`src/logic/ditd_defines.svh`:
```
`ifndef DITD_DEFINES_SVH
`define DITD_DEFINES_SVH

// Timing
`define DITD_CLK_PERIOD_NS 8
`define DITD_TICK_NS 1000000
`define DITD_CYCLES_PER_MS (`DITD_TICK_NS / `DITD_CLK_PERIOD_NS)

// Register byte offsets
`define DITD_REG_MODE 12'h000
`define DITD_REG_DEBOUNCE 12'h004
`define DITD_REG_MAX_FREQ 12'h008
`define DITD_REG_STATUS 12'h00c
`define DITD_REG_RUNTIME 12'h010
`define DITD_REG_FUNC_BASE 12'h040
`define DITD_REG_REF_BASE 12'h080

// Reset values and limits
`define DITD_DEBOUNCE_RST 10'h00a
`define DITD_DEBOUNCE_MAX 10'h3e8
`define DITD_MAX_FREQ_RST 16'h1388
`define DITD_CMD_MODE_RST 2'h0
`define DITD_FULL_SCALE 17'sh003e8

// Terminal command modes
`define DITD_MODE_TWO_1 2'h0
`define DITD_MODE_TWO_2 2'h1
`define DITD_MODE_THREE_1 2'h2
`define DITD_MODE_THREE_2 2'h3

// Input function codes
`define DITD_FN_RUN_A 6'h01
`define DITD_FN_RUN_B 6'h02
`define DITD_FN_THREE_LINE 6'h03
`define DITD_FN_REF_SEL1 6'h0c
`define DITD_FN_RAMP_SEL1 6'h10
`define DITD_FN_MOTOR_SEL1 6'h29
`define DITD_FN_ESTOP 6'h2f
`define DITD_FN_EXT_STOP 6'h30
`define DITD_FN_DC_BRAKE 6'h31
`define DITD_FN_RT_CLEAR 6'h32
`define DITD_FN_LINE_SWAP 6'h33

// Ramp set used by the external stop
`define DITD_RAMP_SET_4 2'h3

`endif

```
`src/logic/ditd_pkg.sv`:
```
package ditd_pkg;

    typedef enum logic [1:0] {
        DITD_DEST_FREQ,
        DITD_DEST_PID,
        DITD_DEST_VF
    } ditd_dest_t;

    typedef enum logic [1:0] {
        DITD_STOP_NONE,
        DITD_STOP_EMERGENCY,
        DITD_STOP_DECEL,
        DITD_STOP_DC_BRAKE
    } ditd_stop_t;

    typedef enum logic [1:0] {
        DITD_RUN_IDLE,
        DITD_RUN_FWD,
        DITD_RUN_REV
    } ditd_run_t;

endpackage : ditd_pkg

```
`src/logic/ditd_debounce.sv`:
```
`timescale 1ns/1ps
module ditd_debounce #(
    parameter int WIDTH = 10,
    parameter int TW = 10
) (
    input wire logic clk,
    input wire logic reset,
    input wire logic ms_tick,
    input wire logic [TW-1:0] filter_ms,
    input wire logic [WIDTH-1:0] raw,
    output logic [WIDTH-1:0] stable
);

    logic [WIDTH-1:0] stable_q;
    logic [TW-1:0] cnt_q [WIDTH];

    assign stable = stable_q;

    // Counting whole ms ticks keeps each counter narrow; the cost is up to 1 ms of jitter
    for (genvar i = 0; i < WIDTH; i++) begin : g_bit
        always_ff @(posedge clk or posedge reset) begin
            if (reset) begin
                stable_q[i] <= 1'b0;
                cnt_q[i] <= '0;
            end else if (raw[i] == stable_q[i]) begin
                cnt_q[i] <= '0;
            end else if (cnt_q[i] >= filter_ms) begin
                stable_q[i] <= raw[i];
                cnt_q[i] <= '0;
            end else if (ms_tick) begin
                cnt_q[i] <= cnt_q[i] + 1'b1;
            end
        end
    end

endmodule : ditd_debounce

```
`src/logic/ditd_top.sv`:
```
`timescale 1ns/1ps
`include "ditd_defines.svh"

module ditd_top
    import ditd_pkg::*;
#(
    parameter int NUM_INPUTS = 10,
    parameter int CYCLES_PER_MS = `DITD_CYCLES_PER_MS,
    parameter int REF_W = 16
) (
    input wire logic clk,
    input wire logic reset,
    input wire logic hsel,
    input wire logic [31:0] haddr,
    input wire logic [1:0] htrans,
    input wire logic hwrite,
    input wire logic [2:0] hsize,
    input wire logic [31:0] hwdata,
    input wire logic hready,
    output logic hreadyout,
    output logic hresp,
    output logic [31:0] hrdata,
    input wire logic [NUM_INPUTS-1:0] digital_input,
    output logic run_forward,
    output logic run_reverse,
    output ditd_stop_t stop_request,
    output logic current_limit_hold,
    output logic brake_after_decel,
    output logic runtime_clear,
    output logic [3:0] reference_index,
    output logic [1:0] ramp_set_index,
    output logic [1:0] motor_index,
    output logic signed [REF_W-1:0] frequency_setpoint,
    output logic signed [REF_W-1:0] pid_setpoint,
    output logic signed [REF_W-1:0] vf_voltage_setpoint,
    output logic [31:0] running_time_ms
);

    // Register state
    logic [1:0] cmd_mode_q;
    ditd_dest_t ref_dest_q;
    logic [9:0] input_debounce_time_q;
    logic [15:0] maximum_output_frequency_q;
    logic [5:0] func_sel_q [NUM_INPUTS];
    logic signed [REF_W-1:0] multi_reference_base_q [16];

    // Bus data phase
    logic wr_pend_q;
    logic [11:0] wr_addr_q;
    logic [31:0] hrdata_q;

    // Tick and inputs
    logic [16:0] tick_cnt_q;
    logic ms_tick_q;
    logic [NUM_INPUTS-1:0] din_stable;

    // Decode state
    ditd_run_t run_q;
    logic [1:0] three_start_q;
    logic rt_clear_prev_q;
    logic [31:0] runtime_q;
    logic run_fwd_q;
    logic run_rev_q;
    ditd_stop_t stop_q;
    logic limit_hold_q;
    logic brake_q;
    logic rt_clear_q;
    logic [3:0] ref_idx_q;
    logic [1:0] ramp_idx_q;
    logic [1:0] motor_idx_q;
    logic signed [REF_W-1:0] freq_q;
    logic signed [REF_W-1:0] pid_q;
    logic signed [REF_W-1:0] vf_q;

    // Terminal function lookup; an unassigned code yields off
    function automatic logic fn_on(input logic [5:0] code);
        logic hit;
        hit = 1'b0;
        for (int i = 0; i < NUM_INPUTS; i++) begin
            if (func_sel_q[i] == code && din_stable[i]) begin
                hit = 1'b1;
            end
        end
        return hit;
    endfunction : fn_on

    // Reference scaled so that full scale maps to the maximum frequency
    function automatic logic signed [REF_W-1:0] scale_ref(input logic signed [REF_W-1:0] pct,
                                                          input logic [15:0] fmax);
        logic signed [33:0] prod;
        prod = 34'(pct) * $signed({18'h00000, fmax});
        return REF_W'(prod / 34'(`DITD_FULL_SCALE));
    endfunction : scale_ref

    // AHB-Lite slave: no wait states, always OKAY
    logic addr_valid;
    logic [11:0] addr_lo;
    assign addr_valid = hsel && hready && htrans[1];
    assign addr_lo = haddr[11:0];
    assign hreadyout = 1'b1;
    assign hresp = 1'b0;
    assign hrdata = hrdata_q;

    always_ff @(posedge clk or posedge reset) begin
        if (reset) begin
            wr_pend_q <= 1'b0;
            wr_addr_q <= 12'h000;
        end else begin
            wr_pend_q <= addr_valid && hwrite;
            wr_addr_q <= addr_lo;
        end
    end

    function automatic logic [31:0] read_reg(input logic [11:0] a);
        logic [31:0] v;
        v = 32'h00000000;
        if (a == `DITD_REG_MODE) begin
            v = {28'h0000000, ref_dest_q, cmd_mode_q};
        end else if (a == `DITD_REG_DEBOUNCE) begin
            v = {22'h000000, input_debounce_time_q};
        end else if (a == `DITD_REG_MAX_FREQ) begin
            v = {16'h0000, maximum_output_frequency_q};
        end else if (a == `DITD_REG_STATUS) begin
            v[31:16] = {motor_idx_q, ramp_idx_q, ref_idx_q, 8'h00};
            v[15:0] = {1'b0, brake_q, stop_q == DITD_STOP_DECEL, stop_q == DITD_STOP_EMERGENCY,
                       run_rev_q, run_fwd_q, 10'(din_stable)};
        end else if (a == `DITD_REG_RUNTIME) begin
            v = runtime_q;
        end else if (a >= `DITD_REG_FUNC_BASE && a < `DITD_REG_FUNC_BASE + 12'(4 * NUM_INPUTS)) begin
            v = {26'h0000000, func_sel_q[4'((a - `DITD_REG_FUNC_BASE) >> 2)]};
        end else if (a >= `DITD_REG_REF_BASE && a < `DITD_REG_REF_BASE + 12'h040) begin
            v = 32'(multi_reference_base_q[4'((a - `DITD_REG_REF_BASE) >> 2)]);
        end
        return v;
    endfunction : read_reg

    // Read data is registered in the address phase so it stands through the data phase
    always_ff @(posedge clk or posedge reset) begin
        if (reset) begin
            hrdata_q <= 32'h00000000;
        end else if (addr_valid && !hwrite) begin
            hrdata_q <= read_reg(addr_lo);
        end
    end

    always_ff @(posedge clk or posedge reset) begin
        if (reset) begin
            cmd_mode_q <= `DITD_CMD_MODE_RST;
            ref_dest_q <= DITD_DEST_FREQ;
            input_debounce_time_q <= `DITD_DEBOUNCE_RST;
            maximum_output_frequency_q <= `DITD_MAX_FREQ_RST;
        end else if (wr_pend_q) begin
            if (wr_addr_q == `DITD_REG_MODE) begin
                cmd_mode_q <= hwdata[1:0];
                ref_dest_q <= (hwdata[3:2] == 2'h3) ? DITD_DEST_FREQ : ditd_dest_t'(hwdata[3:2]);
            end else if (wr_addr_q == `DITD_REG_DEBOUNCE) begin
                // Values past one second are clamped
                input_debounce_time_q <= (hwdata[9:0] > `DITD_DEBOUNCE_MAX || hwdata[31:10] != '0) ?
                                         `DITD_DEBOUNCE_MAX : hwdata[9:0];
            end else if (wr_addr_q == `DITD_REG_MAX_FREQ) begin
                maximum_output_frequency_q <= hwdata[15:0];
            end
        end
    end

    always_ff @(posedge clk or posedge reset) begin
        if (reset) begin
            for (int i = 0; i < NUM_INPUTS; i++) begin
                func_sel_q[i] <= 6'h00;
            end
        end else if (wr_pend_q && wr_addr_q >= `DITD_REG_FUNC_BASE &&
                     wr_addr_q < `DITD_REG_FUNC_BASE + 12'(4 * NUM_INPUTS)) begin
            func_sel_q[4'((wr_addr_q - `DITD_REG_FUNC_BASE) >> 2)] <= hwdata[5:0];
        end
    end

    always_ff @(posedge clk or posedge reset) begin
        if (reset) begin
            for (int i = 0; i < 16; i++) begin
                multi_reference_base_q[i] <= '0;
            end
        end else if (wr_pend_q && wr_addr_q >= `DITD_REG_REF_BASE && wr_addr_q < `DITD_REG_REF_BASE + 12'h040) begin
            multi_reference_base_q[4'((wr_addr_q - `DITD_REG_REF_BASE) >> 2)] <= hwdata[REF_W-1:0];
        end
    end

    // Millisecond tick for the filter and the running-time count
    always_ff @(posedge clk or posedge reset) begin
        if (reset) begin
            tick_cnt_q <= 17'h00000;
            ms_tick_q <= 1'b0;
        end else if (tick_cnt_q == 17'(CYCLES_PER_MS - 1)) begin
            tick_cnt_q <= 17'h00000;
            ms_tick_q <= 1'b1;
        end else begin
            tick_cnt_q <= tick_cnt_q + 17'h00001;
            ms_tick_q <= 1'b0;
        end
    end

    ditd_debounce #(
        .WIDTH(NUM_INPUTS),
        .TW(10)
    ) u_debounce (
        .clk(clk),
        .reset(reset),
        .ms_tick(ms_tick_q),
        .filter_ms(input_debounce_time_q),
        .raw(digital_input),
        .stable(din_stable)
    );

    // Decoded functions
    logic in_a;
    logic in_b;
    logic in_en;
    logic estop;
    logic ext_stop;
    logic dc_brake;
    logic rt_clear;
    logic [1:0] eff_mode;
    logic [3:0] ref_idx;
    logic [1:0] ramp_idx;
    logic [1:0] motor_idx;

    // A process, not assigns, so that changes in the tables the lookup reads retrigger it
    always_comb begin
        in_a = fn_on(`DITD_FN_RUN_A);
        in_b = fn_on(`DITD_FN_RUN_B);
        in_en = fn_on(`DITD_FN_THREE_LINE);
        estop = fn_on(`DITD_FN_ESTOP);
        ext_stop = fn_on(`DITD_FN_EXT_STOP);
        dc_brake = fn_on(`DITD_FN_DC_BRAKE);
        rt_clear = fn_on(`DITD_FN_RT_CLEAR);
        eff_mode = (cmd_mode_q == `DITD_MODE_TWO_1 && fn_on(`DITD_FN_LINE_SWAP)) ?
                   `DITD_MODE_THREE_1 : cmd_mode_q;
        ref_idx = {fn_on(`DITD_FN_REF_SEL1 + 6'h03), fn_on(`DITD_FN_REF_SEL1 + 6'h02),
                   fn_on(`DITD_FN_REF_SEL1 + 6'h01), fn_on(`DITD_FN_REF_SEL1)};
        ramp_idx = {fn_on(`DITD_FN_RAMP_SEL1 + 6'h01), fn_on(`DITD_FN_RAMP_SEL1)};
        motor_idx = {fn_on(`DITD_FN_MOTOR_SEL1 + 6'h01), fn_on(`DITD_FN_MOTOR_SEL1)};
    end

    // Three-line latch; each start input acts on its own rising edge, so a held one blocks no other
    logic any_stop;
    assign any_stop = estop || ext_stop || dc_brake;

    always_ff @(posedge clk or posedge reset) begin
        if (reset) begin
            run_q <= DITD_RUN_IDLE;
            three_start_q <= 2'h0;
        end else begin
            three_start_q <= {in_b, in_a};
            if (any_stop || !in_en || !eff_mode[1]) begin
                run_q <= DITD_RUN_IDLE;
            end else if (eff_mode == `DITD_MODE_THREE_1) begin
                if (in_a && !three_start_q[0]) begin
                    run_q <= DITD_RUN_FWD;
                end else if (in_b && !three_start_q[1]) begin
                    run_q <= DITD_RUN_REV;
                end
            end else if (in_a && !three_start_q[0]) begin
                run_q <= DITD_RUN_FWD;
            end
        end
    end

    // Run command per mode
    logic fwd_d;
    logic rev_d;
    always_comb begin
        fwd_d = 1'b0;
        rev_d = 1'b0;
        case (eff_mode)
            `DITD_MODE_TWO_1: begin
                fwd_d = in_a && !in_b;
                rev_d = in_b && !in_a;
            end
            `DITD_MODE_TWO_2: begin
                fwd_d = in_a && !in_b;
                rev_d = in_a && in_b;
            end
            `DITD_MODE_THREE_1: begin
                fwd_d = in_en && run_q == DITD_RUN_FWD;
                rev_d = in_en && run_q == DITD_RUN_REV;
            end
            default: begin
                fwd_d = in_en && run_q != DITD_RUN_IDLE && !in_b;
                rev_d = in_en && run_q != DITD_RUN_IDLE && in_b;
            end
        endcase
    end

    // Stop requests with emergency stop first
    always_ff @(posedge clk or posedge reset) begin
        if (reset) begin
            run_fwd_q <= 1'b0;
            run_rev_q <= 1'b0;
            stop_q <= DITD_STOP_NONE;
            limit_hold_q <= 1'b0;
            brake_q <= 1'b0;
        end else begin
            run_fwd_q <= fwd_d && !any_stop;
            run_rev_q <= rev_d && !any_stop;
            limit_hold_q <= estop;
            brake_q <= dc_brake && !estop;
            if (estop) begin
                stop_q <= DITD_STOP_EMERGENCY;
            end else if (ext_stop) begin
                stop_q <= DITD_STOP_DECEL;
            end else if (dc_brake) begin
                stop_q <= DITD_STOP_DC_BRAKE;
            end else begin
                stop_q <= DITD_STOP_NONE;
            end
        end
    end

    // Running-time accumulator; a clear edge wins over the tick in the same cycle
    always_ff @(posedge clk or posedge reset) begin
        if (reset) begin
            rt_clear_prev_q <= 1'b0;
            rt_clear_q <= 1'b0;
            runtime_q <= 32'h00000000;
        end else begin
            rt_clear_prev_q <= rt_clear;
            rt_clear_q <= rt_clear && !rt_clear_prev_q;
            if (rt_clear && !rt_clear_prev_q) begin
                runtime_q <= 32'h00000000;
            end else if (ms_tick_q && (run_fwd_q || run_rev_q)) begin
                runtime_q <= runtime_q + 32'h00000001;
            end
        end
    end

    // Selection indices and setpoints
    always_ff @(posedge clk or posedge reset) begin
        if (reset) begin
            ref_idx_q <= 4'h0;
            ramp_idx_q <= 2'h0;
            motor_idx_q <= 2'h0;
            freq_q <= '0;
            pid_q <= '0;
            vf_q <= '0;
        end else begin
            ref_idx_q <= ref_idx;
            ramp_idx_q <= ext_stop ? `DITD_RAMP_SET_4 : ramp_idx;
            motor_idx_q <= motor_idx;
            freq_q <= (ref_dest_q == DITD_DEST_FREQ) ?
                      scale_ref(multi_reference_base_q[ref_idx], maximum_output_frequency_q) : '0;
            pid_q <= (ref_dest_q == DITD_DEST_PID) ? multi_reference_base_q[ref_idx] : '0;
            vf_q <= (ref_dest_q == DITD_DEST_VF) ? multi_reference_base_q[ref_idx] : '0;
        end
    end

    assign run_forward = run_fwd_q;
    assign run_reverse = run_rev_q;
    assign stop_request = stop_q;
    assign current_limit_hold = limit_hold_q;
    assign brake_after_decel = brake_q;
    assign runtime_clear = rt_clear_q;
    assign reference_index = ref_idx_q;
    assign ramp_set_index = ramp_idx_q;
    assign motor_index = motor_idx_q;
    assign frequency_setpoint = freq_q;
    assign pid_setpoint = pid_q;
    assign vf_voltage_setpoint = vf_q;
    assign running_time_ms = runtime_q;

endmodule : ditd_top

```
`config.mk`:
```
export PLATFORM = sky130hd
export DESIGN_NAME = ditd_top
export DESIGN_NICKNAME = d
export VERILOG_FILES = /design/src/logic/ditd_pkg.sv /design/src/logic/ditd_debounce.sv /design/src/logic/ditd_top.sv
export VERILOG_INCLUDE_DIRS = /design/src /design/src/logic
export SDC_FILE = /design/constraint.sdc
export NUM_CORES = 2
export LEC_CHECK = 0
export BUFFER_PORTS_ARGS = -buffer_cell sky130_fd_sc_hd__buf_2
export CORE_MARGIN = 1
export CORE_UTILIZATION = 30
export DETAILED_ROUTE_END_ITERATION = 7
export GPL_TIMING_DRIVEN = 1
export SYNTH_ARGS = -nofsm -noshare
export SYNTH_HDL_FRONTEND = slang
export SYNTH_SLANG_ARGS = --single-unit
```
`constraint.sdc`:
```
create_clock -name clk -period 52.1 [get_ports clk]
set_input_delay 2.605 -clock clk [delete_from_list [all_inputs] [get_ports clk]]
set_output_delay 2.605 -clock clk [all_outputs]
set_load 0.02 [all_outputs]
```
; ---- Word-level counts from Yosys, hierarchy flattened
; Index checks and enable logic that the tools add are counted.
[totals]
word_cells = 790
register_bits = 619
[classes]
div = 1
n_mux = 233
order_cmp = 26
n_reduce_logical = 239
addsub = 16
n_eq_ne = 186
bitwise = 17
n_mul = 1
[ops]
columns = op, n
row1 = "== test 6 bit, second input constant", 70
row2 = 2-to-1 mux 10 bit, 31
row3 = 2-to-1 mux 32 bit, 9
row4 = bitwise mux 256 bit, 1
row5 = "== test 6 x 4 -> 1 bit, second input constant", 40
row6 = logical AND 1 bit, 188
row7 = 2-to-1 mux 1 bit, 161
row8 = binary-select mux 16 bit (select 4 bit), 2
row9 = 2-to-1 mux 16 bit, 8
row10 = "== test 6 x 2 -> 1 bit, second input constant", 20
row11 = "== test 6 x 5 -> 1 bit, second input constant", 20
row12 = "adder 10 x 1 -> 10 bit, second input constant", 10
row13 = >= comparator 10 bit, 10
row14 = demux 16 bit (select 4 bit), 1
row15 = bitwise mux 60 bit, 1
row16 = "== test 6 x 1 -> 1 bit, second input constant", 10
row17 = "== test 12 x 4 -> 1 bit, second input constant", 3
row18 = nonzero test 3 bit, 12
row19 = "divider 34 x 11 -> 34 bit, second input constant", 1
row20 = multiplier 16 x 17 -> 33 bit, 1
row21 = "adder 32 x 1 -> 32 bit, second input constant", 1
row22 = ">= comparator 5 bit, second input constant", 5
row23 = NOT 4 -> 5 bit, 5
row24 = binary-select mux 6 bit (select 4 bit), 1
row25 = other kinds (31), 108

; ---- Longest topological paths before layout
[logic_depth]
ltp_word = 19
mapped_depth = 110
ltp_nobuf = 92

; ---- Modules after synthesis
; From an unflattened synthesis, not the netlist that was laid out.
[hier_totals]
cells_unflattened = 5464
hier_area_um2 = 50886.3
[modules_own_cells]
columns = module, area_each_um2, seq_area_each_um2, n_inst, cells_each
row1 = ditd_top, 43651.9, 12746.0, 1, 4716
row2 = ditd_debounce, 7234.4, 2752.6, 1, 748

; ---- Worst setup path before layout
; No wires, ideal clock.
[synth_path]
path_type = reg-to-reg
from = register u_debounce.stable_q[4], in the netlist u_debounce.stable[4]
to = register freq_q[14], in the netlist frequency_setpoint[14]
synth_period_minus_slack_ps = 25366
t_arrival_ps = 25234
slack_ps = 26734
t_required_ps = 51968
stages_incl_launch_ff = 100
path_cell_list = dfrtp_1 > and3b_1 > nand3b_1 > o32ai_1 > nor4_1 > clkbuf_1 > buf_1 > mux2i_1 > nand2_1 > nand3_1 > o21ai_0 > o21ai_1 > clkbuf_1 > nor2_1 > fa_1 > inv_1 > fa_1 > fa_1 > [64 not listed] > o21ai_2 > a21boi_2 > nor2_1 > o311a_1 > o41a_1 > buf_4 > mux2i_1 > xnor2_1 > o41ai_1 > inv_1 > o22ai_1 > a211oi_1 > ha_1 > nand2_1 > nor3_1 > a31oi_1 > xnor2_1 > nor2_1
[synth_between]
elab_chain_cells = 14
word_cells_on_any_way = 35
cone_classes = 1 x mul / 1 x div / 28 x mux / 1 x bitwise / 4 x reduce/logical
[synth_lines]
columns = item, line_no
row1 = "start, declared", ditd_debounce.sv:14  ; logic [WIDTH-1:0] stable_q;
row2 = "start signal, assigned by index", ditd_debounce.sv:28  ; stable_q[i] <= raw[i];
row3 = logical AND 1 bit, ditd_top.sv:80  ; if (func_sel_q[i] == code && din_stable[i]) begin
row4 = 2-to-1 mux 1 bit (6 in series), ditd_top.sv:80
row5 = NOT 4 -> 5 bit (not written as such) *, ditd_top.sv:349  ; scale_ref(multi_reference_base_q[ref_idx], maximum_output_frequency_q) : '0;
row6 = binary-select mux 16 bit (select 4 bit) *, ditd_top.sv:349
row7 = 2-to-1 mux 16 bit (not written as such) * (2 in series), ditd_top.sv:349
row8 = multiplier 16 x 17 -> 33 bit *, ditd_top.sv:91  ; prod = 34'(pct) * $signed({18'h00000, fmax});
row9 = divider 34 x 11 -> 34 bit *, ditd_top.sv:92  ; return REF_W'(prod / 34'(`DITD_FULL_SCALE));
row10 = 2-to-1 mux 16 bit *, ditd_top.sv:348  ; freq_q <= (ref_dest_q == DITD_DEST_FREQ) ?
row11 = "end signal, assigned", ditd_top.sv:348
row12 = "end, declared", ditd_top.sv:71  ; logic signed [REF_W-1:0] freq_q;
; Mark *: on every way between the ends. The rest lies on a longest branch, timed or not. The select of a mux whose other input is x is not followed.
; A chain may end at the register's enable or synchronous reset.

; ---- Final worst setup path
[layout_path]
from = register u_debounce.stable_q[1], in the netlist u_debounce.stable[1]
to = register freq_q[14], in the netlist frequency_setpoint[14]
[layout_between]
elab_chain_cells = 17
word_cells_on_any_way = 47
cone_classes = 1 x mul / 1 x div / 40 x mux / 1 x bitwise / 4 x reduce/logical
[layout_lines]
columns = item, line_no
row1 = logical AND 1 bit, ditd_top.sv:80
row2 = 2-to-1 mux 1 bit (9 in series), ditd_top.sv:80
row3 = NOT 4 -> 5 bit (not written as such) *, ditd_top.sv:349
row4 = binary-select mux 16 bit (select 4 bit) *, ditd_top.sv:349
row5 = 2-to-1 mux 16 bit (not written as such) * (2 in series), ditd_top.sv:349
row6 = multiplier 16 x 17 -> 33 bit *, ditd_top.sv:91
row7 = divider 34 x 11 -> 34 bit *, ditd_top.sv:92
row8 = 2-to-1 mux 16 bit *, ditd_top.sv:348
; Marked as above.

==> summary.txt <==
CTS
  – Resized cells post-CTS: 0
  – H-Tree Depth: 3
  – Post-CTS Setup Bufs: 0
  – TritonCTS Sinks: 619
  – Worst-path clk slew: 0.06 ns
  – Clock root buffer: clkbuf_16
  – TritonCTS clock tree: done
  – Worst skew pair latency: 0.73 ns
  – CTS buffer count: 76
  – Hold bufs inserted after CTS: 0
  – CTS max path bufs: 3

Floorplanning
  – I/O pin cnt: 213
  – Die H: 414 µm
  – Core ar.: 168000 µm²
  – Die W: 414 µm
  – Initial Utilization: 0.304
  – Row cnt: 150
  – Die area: 172000 µm²

Finish
  – Final net count: 6108
  – Layout cells sized above 1: 0.158
  – Area added between synthesis and finish: 10.9%

Setup path
  – Most used cell, CP: fa_1
  – Setup crit start kind: register
  – Crit path required time: 52.63 ns
  – Arrival @ worst endpoint: 32.00 ns
  – Slowest cell on the critical path: a311oi_2
  – Crit end category: register
  – Worst path max stage delay: 0.82 ns
  – CP max FO: 60
  – CP Class: register to register

Global route
  – First-pass GRT wire length: 259000 µm
  – Vias in the first global route: 42.2k
  – Initial antenna violation count: 15
  – Gr usage total: 0.193
  – Largest net degree at the start of global routing: 170
  – Gr ovfl total: 0

Place
  – I/O Buffers: 186
  – Post-DP HPWL: 122000 µm
  – GPL Wtd Cong: 0.990

Detailed routing
  – Via density: 5.48
  – Avg WL per Cell: 21.4 µm
  – Antenna Nets Post-Route: 0
  – Total Wirelength: 169000 µm
  – DRT Pass-1 Iters: 8
  – Starting DRT DRC Count: 3559
  – DRC: 0
  – Total number of vias: 43.1k

Run
  – Max Cap Violations: 0

Timing
  – Setup TNS Final: 0 ns
  – Worst Tran Pin Value: 1.21 ns
  – Slew Limit Fails: 0
  – Minimum clock period: 31.48 ns
  – Setup Viol. Count Final: 0
  – Share of the clock period used by the worst path after layout: 0.604
  – Setup repair after global routing missed its margin: false
  – Final Hold Vio Count: 0
  – Clock skew: 0.0856 ns
  – Slew headroom: 0.190
  – Fmax achieved: 31.8 MHz

Logic synthesis
  – Cell with the most instances after synthesis: nand2_1
  – Syn. warnings: 0
  – Cells taking the most area after synthesis: dfrtp_1 30%, fa_1 7.6%, ha_1 5.8%
  – EDFF count, synth: 0
  – Cells after Synth: 5566
  – Most frequent cells after synthesis: 674 x nand2_1, 612 x dfrtp_1, 557 x nor2_1, 346 x inv_1, 309 x o21ai_0
  – Syn Nets: 6080
  – Syn Std Cell Area: 51000 µm²
  – Syn Area/Cell: 9.16 µm²
  – Seq/Total Area, Yosys: 0.304
  – Synth async-reset ratio: 1.00
  – Yosys top cell area share: 0.300
  – Yosys reg bits: 619
  – Leading register cell type out of synthesis: dfrtp_1
  – Distinct cell type count after synthesis: 168
  – Leading area contributor after synthesis: dfrtp_1

Outcome
  – Outcome: finished, final reports clean

Worst hold path
  – Hold Path Class: register to register
cells in the final DEF (no fill, tap or decap), types with 56 or more instances in the layout:
| cell type | synthesis | routed |
|---|---|---|
| buf_2 | 14 | 184 |
| nand2b_1 | 81 | 81 |
| mux4_2 | 92 | 92 |
| xor2_1 | 133 | 132 |
| o21ai_0 | 309 | 308 |
| clkbuf_16 | 0 | 78 |
| xnor2_1 | 120 | 119 |
| inv_1 | 346 | 345 |
| a21oi_1 | 171 | 171 |
| fa_1 | 194 | 194 |
| mux2_2 | 257 | 257 |
| buf_4 | 16 | 56 |
| mux2i_1 | 109 | 107 |
| ha_1 | 236 | 236 |
| nand4_1 | 109 | 109 |
| nand2_1 | 674 | 674 |
| nor2_1 | 557 | 556 |
| nor3_1 | 114 | 114 |
| nand3_1 | 168 | 168 |
| dfrtp_1 | 612 | 611 |
per-layer routing:
metal  share of wire  up-vias  wire [µm]  GRT usage
met5         0.00054        -         91          0
met4           0.054       14       9180     0.0939
met3           0.061      368      10300     0.0325
met2            0.48     1430      80700      0.325
met1            0.41    21500      68300      0.238
li1                -    19800          -          -
cell type report:
class / count / area (µm²)
Inverter: 358 / 1350
Clock buffer: 114 / 2250
Timing Repair Buffer: 242 / 1370
Multi-Input combinational cell: 4297 / 33000
Antenna cell: 6 / 15.0
Fill cell: 17200 / 111000
Tap cell: 2204 / 2760
Clock inverter: 25 / 312
Sequential cell: 619 / 15500
metrics by stage:
stage | worst slack (ns) | instances | util | hold WS, ns | cell area (µm²)
after floorplan | 26.73 | 5566 | - | 0.460 | 51000
after global placement | 21.42 | 7720 | 0.321 | 0.460 | 54000
after detailed placement | 21.11 | 7720 | 0.321 | 0.461 | 54000
after CTS | 20.97 | 7859 | 0.337 | 0.473 | 56600
after global routing | 18.63 | 7863 | 0.337 | 0.494 | 56600
final | 20.62 | 7865 | 0.337 | 0.471 | 56600
worst max-delay path, delay by kind of cell (launching register included):
kind                       cells  cell delay, ns
AOI/OAI and AO/OA             43           14.45
xor gates and xnor gates       2            0.61
adders and majority gates      9            4.38
buffers and inverters          6            1.88
DFF                            1            0.58
muxes                          7            2.89
and+or+nand+nor               22            6.35
final timing paths:
check	endpoint	start	slack, ns	cells after the start
max in group asynchronous	u_debounce.cnt_q[91]$_DFFE_PP0P_	reset	46.84	5
hold / removal	hrdata[14]$_DFFE_PP0P_	hrdata[14]$_DFFE_PP0P_	0.47	2
hold reg to reg	hrdata[14]$_DFFE_PP0P_	hrdata[14]$_DFFE_PP0P_	0.47	2
setup reg to reg	frequency_setpoint[14]$_DFF_PP0_	u_debounce.stable[1]$_DFFE_PP0P_	20.62	89
setup / recovery	frequency_setpoint[14]$_DFF_PP0_	u_debounce.stable[1]$_DFFE_PP0P_	20.62	89
min in group asynchronous	vf_voltage_setpoint[10]$_DFF_PP0_	reset	1.99	2
flip-flops by register name, summed over array words and instances (netlist names), 4 cells and up:
name / cells
input_debounce_time_q: 10
func_sel_q: 60
multi_reference_base_q: 256
maximum_output_frequency_q: 16
hrdata: 32
frequency_setpoint: 16
running_time_ms: 32
pid_setpoint: 16
vf_voltage_setpoint: 16
tick_cnt_q: 17
wr_addr_q: 12
reference_index: 4
u_debounce.cnt_q: 100
u_debounce.stable: 10
logic make-up (layout without fill, tap and decap cells):
group	after synthesis	after routing	synth area share
mux	466	466	0.121
other cells	2	8	0.000147
fa+ha+maj	439	439	0.136
xor+xnor	258	258	0.0450
compound gates	1068	1068	0.151
flops	619	619	0.304
simple gates	2064	2064	0.193
buf+inv	650	739	0.0504
Power is left out: the tool's default activity adds up to more than one toggle a clock period on the data nets, which glitch-free logic cannot reach.
